--- src/rtl/fcb_pkg.sv ---
package fcb_pkg;
  // Opcode high bytes
  localparam logic [7:0] OP_BRANCH_IF_CARRY_CLEAR = 8'hE3;
  localparam logic [7:0] OP_BRANCH_IF_NEGATIVE_CLEAR = 8'hE7;
  localparam logic [7:0] OP_BRANCH_IF_OVERFLOW_CLEAR = 8'hE5;
  localparam logic [7:0] OP_BRANCH_IF_NEGATIVE = 8'hE6;
  // Address widths and increments
  localparam int PC_W = 21;
  localparam logic [20:0] PC_STEP = 21'h000002;
  localparam logic [20:0] PC_RESET = 21'h000000;
  // Reset values of the instruction latch and the flag copy
  localparam logic [15:0] INSTR_RESET = 16'h0000;
  localparam logic [7:0] OFFSET_RESET = 8'h00;
  localparam logic [7:0] STATUS_RESET = 8'h00;
  // Status flag positions in the flag vector
  localparam int FLAG_C = 0;
  localparam int FLAG_OV = 3;
  localparam int FLAG_N = 4;
  // Phases of one instruction cycle
  typedef enum logic [1:0] {PH_Q1, PH_Q2, PH_Q3, PH_Q4} fcb_phase_e;
endpackage : fcb_pkg

--- src/rtl/fcb_branch.sv ---
`timescale 1ns/1ns
// Behaviour
// - Opcode E3h branches only when carry is zero, else falls through.
// - Opcode E7h branches only when negative is zero.
// - Opcode E5h branches only when overflow is zero.
// - A taken branch loads PC with PC+2 plus twice the signed 8-bit offset.
// - One cycle when not taken, two cycles when taken.
// - Q1 decode, Q2 read offset, Q3 process, Q4 write PC if taken; taken adds a nop cycle.
// - Opcode E6h branches only when negative is one, with the same target and timing.
module fcb_branch
  import fcb_pkg::*;
(
  // Clock and reset
  input wire logic i_clk,
  input wire logic i_reset,
  // Instruction word and status flags
  input wire logic [15:0] i_instr,
  input wire logic [7:0] i_status,
  // Program counter, sequencing and status flags
  output logic [fcb_pkg::PC_W-1:0] o_pc,
  output logic [1:0] o_phase,
  output logic o_flush,
  output logic o_branch_taken,
  output logic [7:0] o_status
);
  import fcb_pkg::*;

  // ----------------------------------------------------------------
  // State and next values
  // ----------------------------------------------------------------
  fcb_phase_e phase_r;
  fcb_phase_e phase_nxt;
  logic [15:0] instr_r;
  logic [15:0] instr_nxt;
  logic [7:0] offset_r;
  logic [7:0] offset_nxt;
  logic taken_r;
  logic taken_nxt;
  logic flush_r;
  logic flush_nxt;
  logic [PC_W-1:0] pc_r;
  logic [PC_W-1:0] pc_nxt;
  logic [PC_W-1:0] target_r;
  logic [PC_W-1:0] target_nxt;
  logic [7:0] status_r;

  // ----------------------------------------------------------------
  // Phase decode
  // ----------------------------------------------------------------
  wire in_q1 = (phase_r == PH_Q1);
  wire in_q2 = (phase_r == PH_Q2);
  wire in_q3 = (phase_r == PH_Q3);
  wire in_q4 = (phase_r == PH_Q4);
  // Flush cycles run the phases but refuse the fetched word
  wire fetch_en = in_q1 & ~flush_r;

  // ----------------------------------------------------------------
  // Opcode decode
  // ----------------------------------------------------------------
  wire [7:0] op_hi = instr_r[15:8];
  wire dec_carry_clear = (op_hi == OP_BRANCH_IF_CARRY_CLEAR);
  wire dec_neg_clear = (op_hi == OP_BRANCH_IF_NEGATIVE_CLEAR);
  wire dec_ovf_clear = (op_hi == OP_BRANCH_IF_OVERFLOW_CLEAR);
  wire dec_neg_set = (op_hi == OP_BRANCH_IF_NEGATIVE);
  wire dec_any = dec_carry_clear | dec_neg_clear | dec_ovf_clear | dec_neg_set;
  wire flag_c = i_status[FLAG_C];
  wire flag_n = i_status[FLAG_N];
  wire flag_ov = i_status[FLAG_OV];
  wire cond_ok = (dec_carry_clear & ~flag_c) | (dec_neg_clear & ~flag_n)
    | (dec_ovf_clear & ~flag_ov) | (dec_neg_set & flag_n);

  // ----------------------------------------------------------------
  // Target arithmetic
  // ----------------------------------------------------------------
  // Offset is signed and counts words, so it is sign extended and doubled
  wire [PC_W-1:0] offset_x2 = {{(PC_W-9){offset_r[7]}}, offset_r, 1'b0};
  wire [PC_W-1:0] pc_inc = pc_r + PC_STEP;
  wire [PC_W-1:0] target_sum = pc_inc + offset_x2;

  // ----------------------------------------------------------------
  // Next values
  // ----------------------------------------------------------------
  always_comb
  begin
    phase_nxt = PH_Q1;
    unique case (phase_r)
      PH_Q1: phase_nxt = PH_Q2;
      PH_Q2: phase_nxt = PH_Q3;
      PH_Q3: phase_nxt = PH_Q4;
      PH_Q4: phase_nxt = PH_Q1;
    endcase
  end

  assign instr_nxt = fetch_en ? i_instr : instr_r;
  assign offset_nxt = in_q2 ? instr_r[7:0] : offset_r;
  assign taken_nxt = in_q3 & ~flush_r & cond_ok;
  assign target_nxt = in_q3 ? target_sum : target_r;
  // A taken branch turns the following instruction cycle into a flush cycle
  assign flush_nxt = in_q4 ? taken_r : flush_r;
  // The flush cycle does not advance the counter; fetch is handled outside
  wire [PC_W-1:0] pc_q4 = taken_r ? target_r : (flush_r ? pc_r : pc_inc);
  assign pc_nxt = in_q4 ? pc_q4 : pc_r;

  // ----------------------------------------------------------------
  // Registers
  // ----------------------------------------------------------------
  always_ff @(posedge i_clk or posedge i_reset)
  begin
    if (i_reset)
    begin
      phase_r <= PH_Q1;
      taken_r <= 1'b0;
      flush_r <= 1'b0;
      pc_r <= PC_RESET;
      target_r <= PC_RESET;
    end
    else
    begin
      phase_r <= phase_nxt;
      taken_r <= taken_nxt;
      flush_r <= flush_nxt;
      pc_r <= pc_nxt;
      target_r <= target_nxt;
    end
  end

  // Instruction latch and flag copy
  always_ff @(posedge i_clk or posedge i_reset)
  begin
    if (i_reset)
    begin
      instr_r <= INSTR_RESET;
      offset_r <= OFFSET_RESET;
      status_r <= STATUS_RESET;
    end
    else
    begin
      instr_r <= instr_nxt;
      offset_r <= offset_nxt;
      status_r <= i_status;
    end
  end

  // ----------------------------------------------------------------
  // Outputs
  // ----------------------------------------------------------------
  assign o_pc = pc_r;
  assign o_phase = phase_r;
  assign o_flush = flush_r;
  assign o_branch_taken = taken_r;
  // Flags are only carried through a register; no branch writes them
  assign o_status = status_r;
endmodule : fcb_branch

--- config.mk ---
export PLATFORM = sky130hd
export DESIGN_NAME = fcb_branch
export DESIGN_NICKNAME = d
export VERILOG_FILES = /design/src/rtl/fcb_pkg.sv /design/src/rtl/fcb_branch.sv
export SDC_FILE = /design/constraint.sdc
export NUM_CORES = 1
export LEC_CHECK = 0
export BUFFER_PORTS_ARGS = -buffer_cell sky130_fd_sc_hd__buf_2
export CAP_MARGIN = 20
export CORE_ASPECT_RATIO = 0.7
export CORE_MARGIN = 1
export CORE_UTILIZATION = 53
export CTS_CLUSTER_DIAMETER = 50
export CTS_CLUSTER_SIZE = 12
export DETAILED_ROUTE_END_ITERATION = 7
export GPL_TIMING_DRIVEN = 0
export PLACE_DENSITY_LB_ADDON = 0.3
export SYNTH_ARGS = -nofsm -noshare
export SYNTH_HDL_FRONTEND = slang
export SYNTH_SLANG_ARGS = --single-unit
--- constraint.sdc ---
create_clock -name i_clk -period 3.3 [get_ports i_clk]
set_clock_uncertainty 0.15 [all_clocks]
set_input_delay 0.33 -clock i_clk [delete_from_list [all_inputs] [get_ports i_clk]]
set_output_delay 0.33 -clock i_clk [all_outputs]
set_load 0.03 [all_outputs]
=== Yosys cells after proc, flatten, opt, wreduce, memory -nomap -nowiden ===
Cells that the tools add are included.

* Register bits after elaboration: 78
* Latch bits: 0
* Bits in writable memories: 0
* Bits in read-only memories: 0
* Input bits: 26
* Memories: 0

* $add $sub $neg: 2
* $mul: 0
* Divide/modulo/power cells: 0
* $lt $le $gt $ge: 0
* Eq/ne operators: 8
* Shifts and indexed selects: 0
* Mux-type cells: 3
* Bitwise operators: 14
* Reductions and logical operators: 2

{| class="wikitable"
|+ Operators by type and width
! kind !! number
|-
| two-way mux 21 bit || 2
|-
| equality test 8 bit, second input constant || 4
|-
| adder 21 x 2 -> 21 bit, second input constant || 1
|-
| adder 21 bit || 1
|-
| one-hot mux 2 bit (4 select lines) || 1
|-
| bitwise AND 1 bit || 7
|-
| equality test 2 bit, second input constant || 2
|-
| NOT 1 bit || 4
|-
| bitwise OR 1 bit || 3
|-
| equality test 2 x 1 -> 1 bit, second input constant || 1
|-
| logical NOT 2 bit || 1
|-
| != test 2 bit, second input constant || 1
|-
| AND reduction 2 bit || 1
|}

=== Depth between registers and ports, before layout ===
Gate-level depths: netlist (run 1).

* Word-level depth: 6
* Depth in mapped cells: 14
* Mapped depth without buffers: 12

=== Least setup slack after synthesis (run 1) ===
Ideal clock, no wire load.

* Path type: reg2reg
* From: register pc_r[1], in the netlist o_pc[1]
* To: register target_r[19]
* Setup time: 125 ps
* Data arrival time: 3099 ps
* Required time: 3025 ps
* Setup slack: -74 ps
* Cell stages (with the launch flop): 13
* Path buffers: 1
* Period minus slack after synthesis: 3374 ps
* Cell sequence: dfrtp_1 ha_1 nand3_2 nor4_4 nand3_1 xnor2_1 ha_1 clkbuf_1 a21o_1 a221o_1 a21oi_2 xnor2_1 mux2_4

* Cells in the longest elaborated chain, start to end: 2

{| class="wikitable"
|+ RTL lines
! what !! line !! RTL
|-
| from (decl) || fcb_branch.sv:41 || <nowiki>logic [PC_W-1:0] pc_r;</nowiki>
|-
| from (signal assigned) || fcb_branch.sv:122 || <nowiki>pc_r <= pc_nxt;</nowiki>
|-
| adder 21 x 2 -> 21 bit || fcb_branch.sv:77 || <nowiki>wire [PC_W-1:0] pc_inc = pc_r + PC_STEP;</nowiki>
|-
| adder 21 bit || fcb_branch.sv:78 || <nowiki>wire [PC_W-1:0] target_sum = pc_inc + offset_x2;</nowiki>
|-
| to (signal assigned) || fcb_branch.sv:123 || <nowiki>target_r <= target_nxt;</nowiki>
|-
| to (decl) || fcb_branch.sv:43 || <nowiki>logic [PC_W-1:0] target_r;</nowiki>
|}

Every way passes these cells.
A chain may end at the register's enable or synchronous reset.

=== Worst setup path after layout (run 1) ===
Ends and elaborated chain as after synthesis.

==> key figures, run 1 <==
Global route
  – Total global-route track usage: 28.4%
  – Pin count of the biggest net entering global routing: 64
  – Total congestion overflow: 0
  – First-pass GRT wire length: 19200 µm
  – Antenna violations before repair: 0
  – Vias in the first global route: 3791

Yosys
  – Top cell type's share of synthesized area: 43.5%
  – Top_reg_cell synth: dfrtp_1
  – Mapped Area: 4490 µm²
  – Synth top cells by count: dfrtp_1 (78), mux2_2 (42), nand2_1 (35), o21ai_0 (35), a21oi_1 (26)
  – Post-synth top area cell: dfrtp_1
  – Number of synthesized flops with an enable pin: 0
  – Synthesized net count: 487
  – Netlist cell types: 56
  – Sequential-to-total area share from yosys stat: 43.5%
  – Most numerous cell in the Yosys netlist: dfrtp_1
  – Async S/R FF share, synth: 100%
  – Avg Cell Area, Syn: 10.3 µm²
  – Warnings, synthesis: 0
  – #FFs+latches synth: 78
  – Post-Synthesis Cells: 435
  – Ranking of synthesized cells by area: dfrtp_1 (43%), mux2_2 (11%), ha_1 (7.0%), o21ai_0 (3.9%), xnor2_1 (3.9%)

Timing
  – Least-Margin Pin Slew: 727 ps
  – Fmax: 302 MHz
  – Fin crit share: 100%
  – RSZ-0062 raised after global routing: true
  – Final Max Slew Viols: 0
  – Post-route setup slack: -11.9 ps
  – Max_slew headroom: 51.5%
  – Final hold violation count: 0
  – Finish-stage setup viols: 1
  – Worst hold margin: 64.7 ps
  – Period minus WS final: 3310 ps

Setup path
  – Crit-path slowest cell: dfrtp_2
  – CP Launch Type: flip-flop
  – WP data required: 3380 ps
  – Crit end category: flip-flop
  – CP max FO: 5
  – CP top delay family: simple AND/OR/NAND/NOR gates
  – Crit path DAT: 3390 ps
  – CP bufs+invs: 1
  – Cell-by-cell trace of the critical path: nand4_1 -> nor4_4 -> and2_4 -> xor2_1 -> ha_1 -> buf_6 -> a21o_1 -> a21o_1 -> a221o_1 -> a21oi_2 -> xnor2_1 -> mux2_4
  – Worst path most repeated cell: a21o_1
  – Class of the most critical setup path: flip-flop to flip-flop
  – Slowest stage delay, CP: 430 ps

Clocking
  – CTS tree: done
  – Clock transition at path regs: 60 ps
  – Clk sinks: 78
  – TritonCTS Buffers: 9
  – Clock root buffer master: clkbuf_16
  – Clock Path Buffers: 2
  – H-tree depth: 3
  – Clk_lat worst skew: 340 ps

Power
  – Combinational power share: 28.1%
  – P_int: 2.06 mW
  – Clock share of power: 32.2%
  – Sw Ratio: 33.2%
  – Maximum VDD drop: 0.000343 V
  – Total power: 3.08 mW
  – Static leakage power: 2.60 nW
  – PD cells: 546 nW/µm²
  – Sw power: 1.02 mW
  – Sequential Power Share: 39.7%

Routing
  – Post-route ant nets: 0
  – Vias: 3899
  – Initial drt markers: 397
  – Vias per cell: 6.07
  – DRT Pass-1 Iters: 8
  – Total routed wirelength: 12100 µm
  – Routed length per instance: 18.9 µm
  – Drc violations: 4

Place
  – Routability Congestion: 0.956
  – Input/output buffers: 58
  – Inst Count DP: 595
  – Post-DP HPWL: 7830 µm

Layout
  – Layout cells sized above 1: 35.1%
  – Util after Layout: 70.2%
  – Non-Filler Instances: 642
  – Final nets: 588
  – Fillers: 602
  – Antenna fix cells: 0
  – Area Growth Syn to Fin: 25.7%

Outcome
  – Failing checks: DRC, setup timing
  – Status: finished with violations

Floorplanning
  – # IOs: 59
  – Die H: 79.0 µm
  – Die X: 112 µm
  – Row Count: 27
  – Area of the core: 8040 µm²
  – Die area: 8850 µm²
  – Starting density of the core: 55.8%

Run
  – Count of max-cap constraint violations: 0

Worst hold path
  – Min-Delay Path Class: input port to flip-flop
[final cells by class]
| cell class | count | area, µm² | share of cell area [%] |
|---|---|---|---|
| clock buffers | 10 | 229 | 4.06 |
| plain buffers | 17 | 76.3 | 1.35 |
| inverters | 13 | 51.3 | 0.909 |
| clock inverters | 6 | 62.6 | 1.11 |
| multi-input cells | 321 | 2520 | 44.6 |
| repair buffers | 96 | 616 | 10.9 |
| well taps | 101 | 126 | 2.24 |
| flip-flops and latches | 78 | 1960 | 34.8 |
[layer usage]
layer,part of all wire [%],track usage [%]
met1,44,38.7
met2,45,43.9
met3,9.2,7.86
met4,2.2,9.60
met5,0,0
[kinds of logic (layout without fill, tap and decap cells)]
group,count (synthesis),count (layout),share of synthesized area (%)
buffers and inverters,36,142,3.43
AO/OA/AOI/OAI,105,105,14.3
XOR/XNOR,35,35,6.83
AND/OR/NAND/NOR,105,105,12.1
flip-flops,78,78,43.5
adder cells (fa/ha/maj),26,26,7.42
multiplexers,50,50,12.4
[flip-flops by register name, indices dropped and copies added (netlist names)]
register	flops
o_branch_taken	1
offset_r	8
o_pc	21
target_r	21
o_phase	2
o_flush	1
instr_r	16
o_status	8
[repair_timing]
item,in CTS,in global routing
setup buffers,7,20
pin swaps,7,13
hold endpoints to repair,23,0
setup endpoints to repair,10,11
hold buffers,9,0
gates resized for setup,9,22
[worst register-to-register path, stage by stage (launching register included)]
cell and delay [ps]:
dfrtp_2 430, nand4_1 230, nor4_4 430, and2_4 250, xor2_1 170, ha_1 270, buf_6 130, a21o_1 160
a21o_1 180, a221o_1 330, a21oi_2 130, xnor2_1 90, mux2_4 250
[power by group through the flow]
| stage | clock network, mW | logic [mW] | registers, mW |
|---|---|---|---|
| 6_report | 0.991 | 0.865 | 1.22 |
| 5_1_grt | 1.04 | 0.934 | 1.24 |
| 4_1_cts | 1.00 | 0.795 | 1.21 |
| 3_5_place_dp | 0 | 0.784 | 1.21 |
| 3_3_place_gp | 0 | 0.758 | 1.20 |
| 2_1_floorplan | 0 | 0.523 | 1.27 |
[per-stage QoR]
| step | setup WS [ps] | TNS, ps | cell area [µm²] |
|---|---|---|---|
| 3_5_place_dp | -371 | -1090 | 4940 |
| 3_3_place_gp | -350 | -8220 | 4910 |
| 4_1_cts | -6.63 | -10.8 | 5400 |
| 2_1_floorplan | 43.2 | 0 | 4490 |
| 5_1_grt | -84.6 | -253 | 5640 |
| 6_report | -11.9 | -11.9 | 5640 |
[placed cells by master (no fill, tap or decap), types with 9 or more instances in the layout]
master         count
buf_4             28
dlygate4sd3_1      9
xor2_1            14
mux2_2            42
ha_1              20
dfrtp_1           70
xnor2_1           17
a21oi_1           22
buf_2             59
inv_1             10
clkbuf_1          12
nor2_1            23
o21ai_0           33
clkbuf_16          9
nand2_1           35
[final timing paths]
check	to	slack (ps)	start	cells after the start
max	target_r[19]	-10	o_pc[1]	12
min	instr_r[14]	60	i_instr[14]	2
max reg2reg	target_r[19]	-10	o_pc[1]	12
min reg2reg	o_branch_taken	310	instr_r[12]	1
max in group asynchronous	o_pc[1]	2050	i_reset	4
min in group asynchronous	o_status[7]	370	i_reset	3
Note: power is estimated with default switching activity, not from simulation.
==> run 2: changes to the inputs <==
--- a/config.mk
+++ b/config.mk
@@ -15,6 +15,7 @@
 export DETAILED_ROUTE_END_ITERATION = 7
 export GPL_TIMING_DRIVEN = 0
 export PLACE_DENSITY_LB_ADDON = 0.3
+export RECOVER_POWER = 25
 export SYNTH_ARGS = -nofsm -noshare
 export SYNTH_HDL_FRONTEND = slang
 export SYNTH_SLANG_ARGS = --single-unit
==> key figures, run 2 (synthesis results as in run 1) <==
Outcome
  – Status: finished with violations
  – Failing checks: DRC, capacitance limit, slew limit, setup timing

Routing
  – Vias: 3937 (+0.97%)
  – Initial drt markers: 380 (-4.3%)
  – Vias per cell: 6.13 (+0.97%)
  – Total routed wirelength: 12100 µm (+0.26%)
  – Drc violations: 4 (unchanged)
  – Post-route ant nets: 0 (unchanged)
  – Routed length per instance: 18.9 µm (+0.26%)
  – DRT Pass-1 Iters: 8 (unchanged)

Timing
  – Worst hold margin: 67.3 ps (+2.62 ps)
  – Fin crit share: 100% (about the same)
  – Finish-stage setup viols: 1 (unchanged)
  – Final hold violation count: 0 (unchanged)
  – Max_slew headroom: -3.71% (-55 points)
  – Least-Margin Pin Slew: 1560 ps (+828 ps)
  – Final Max Slew Viols: 64 (+64)
  – Post-route setup slack: -10.3 ps (+1.56 ps)
  – Fmax: 302 MHz (about the same)
  – Period minus WS final: 3310 ps (-1.56 ps)
  – RSZ-0062 raised after global routing: true
  – Final TNS setup: -10.3 ps (+1.56 ps)

Layout
  – Area Growth Syn to Fin: 25.1%
  – Layout cells sized above 1: 34.6% (-0.55 points)
  – Most frequent cells in the layout: dfrtp_1 (70), buf_2 (56), mux2_2 (42)
  – Final nets: 588 (unchanged)
  – Antenna fix cells: 0 (unchanged)
  – Design area: 5610 µm² (-0.49%)
  – Commonest non-fill, non-tap cell in the layout: dfrtp_1

Global route
  – Vias in the first global route: 3791 (unchanged)
  – Antenna violations before repair: 0 (unchanged)
  – Pin count of the biggest net entering global routing: 64 (unchanged)
  – Total global-route track usage: 28.4% (unchanged)
  – Total congestion overflow: 0 (unchanged)
  – First-pass GRT wire length: 19200 µm (unchanged)

Place
  – Routability Congestion: 0.956 (unchanged)
  – Post-DP HPWL: 7830 µm (unchanged)
  – Input/output buffers: 58 (unchanged)
  – Area after DPL: 4940 µm² (unchanged)

Setup path
  – CP Launch Type: flip-flop
  – WP data required: 3380 ps (about the same)
  – Critical R2R Launch: o_pc[3]
  – Class of the most critical setup path: flip-flop to flip-flop
  – Crit end category: flip-flop
  – CP max FO: 6 (+1)
  – Crit path DAT: 3390 ps (about the same)
  – Crit. Startpoint: o_pc[3]

Floorplanning
  – Die X: 112 µm (unchanged)
  – Die area: 8850 µm² (unchanged)
  – Starting density of the core: 55.8% (unchanged)
  – # IOs: 59 (unchanged)
  – Die H: 79.0 µm (unchanged)
  – Row Count: 27 (unchanged)
  – Area of the core: 8040 µm² (unchanged)

Run
  – Count of max-cap constraint violations: 1 (+1)

Clocking
  – Clock root buffer master: clkbuf_16
  – Clock transition at path regs: 60 ps (about the same)
  – TritonCTS Buffers: 9 (unchanged)
  – CTS tree: done
  – Clk_lat worst skew: 340 ps (about the same)
  – Clock Path Buffers: 2 (unchanged)
  – H-tree depth: 3 (unchanged)
  – Clk sinks: 78 (unchanged)

Power
  – Maximum VDD drop: 0.000342 V (-0.12%)
  – Static leakage power: 2.58 nW (-0.81%)
  – Total power: 3.07 mW (-0.28%)
  – PD cells: 547 nW/µm² (+0.21%)

Worst hold path
  – Min-Delay Path Class: input port to flip-flop
  – Hold wc startpoint: i_instr[6]
==> run 2: where the power goes <==
part	total (mW)	switching (mW)	internal [mW]
logic	0.861	0.486	0.376
registers	1.22	0.129	1.09
clock network	0.986	0.402	0.584
==> run 2: final timing paths <==
kind                                  end  slack [ps]  cells past startpoint
max                          target_r[19]         -10                     12
min                            instr_r[6]          70                      2
max reg2reg                  target_r[19]         -10                     12
min reg2reg                o_branch_taken         310                      1
max in group asynchronous         o_pc[1]         500                      4
min in group asynchronous     o_status[7]         500                      3
==> run 2: worst max-delay path: stages, from the launching register on <==
cell     delay (ps)
dfrtp_2         440
nand4_1         220
nor4_4          420
and2_4          240
xor2_1          170
ha_1            260
buf_6           130
a21o_1          160
a21o_1          190
a221o_1         330
a21oi_2         130
xnor2_1          90
mux2_4          250
==> run 2: metal layers <==
layer	vias to the layer above	routed length (µm)	GRT usage [%]
li1	1765	-	-
met1	1933	5410	38.7
met2	204	5490	43.9
met3	35	1010	7.86
met4	0	236	9.60
met5	-	0	0
==> run 2: metrics by stage <==
stage | setup WS [ps] | util, % | std cells
floorplan | 43.2 | - | 435
global placement | -350 | 61.1 | 594
detailed placement | -371 | 61.5 | 595
CTS | -6.63 | 67.1 | 623
global route | -84.6 | 69.8 | 642
finish | -10.3 | 69.8 | 642
==> run 2: cell type report <==
class / instances / area [µm²]
multi-input combinational: 321 / 2520
inverter: 13 / 50.0
clock buffer: 10 / 229
clock inverter: 6 / 62.6
sequential: 78 / 1960
timing repair buffer: 96 / 589
buffer: 17 / 76.3
fill: 609 / 2430
tap: 101 / 126
==> run 2: repair_timing <==
item / CTS / global route
hold buffers: 9 / 0
resized for setup: 9 / 22
pin swaps: 7 / 13
setup buffers: 7 / 20
endpoints found under the hold margin: 23 / 0
endpoints found under the setup margin: 10 / 11
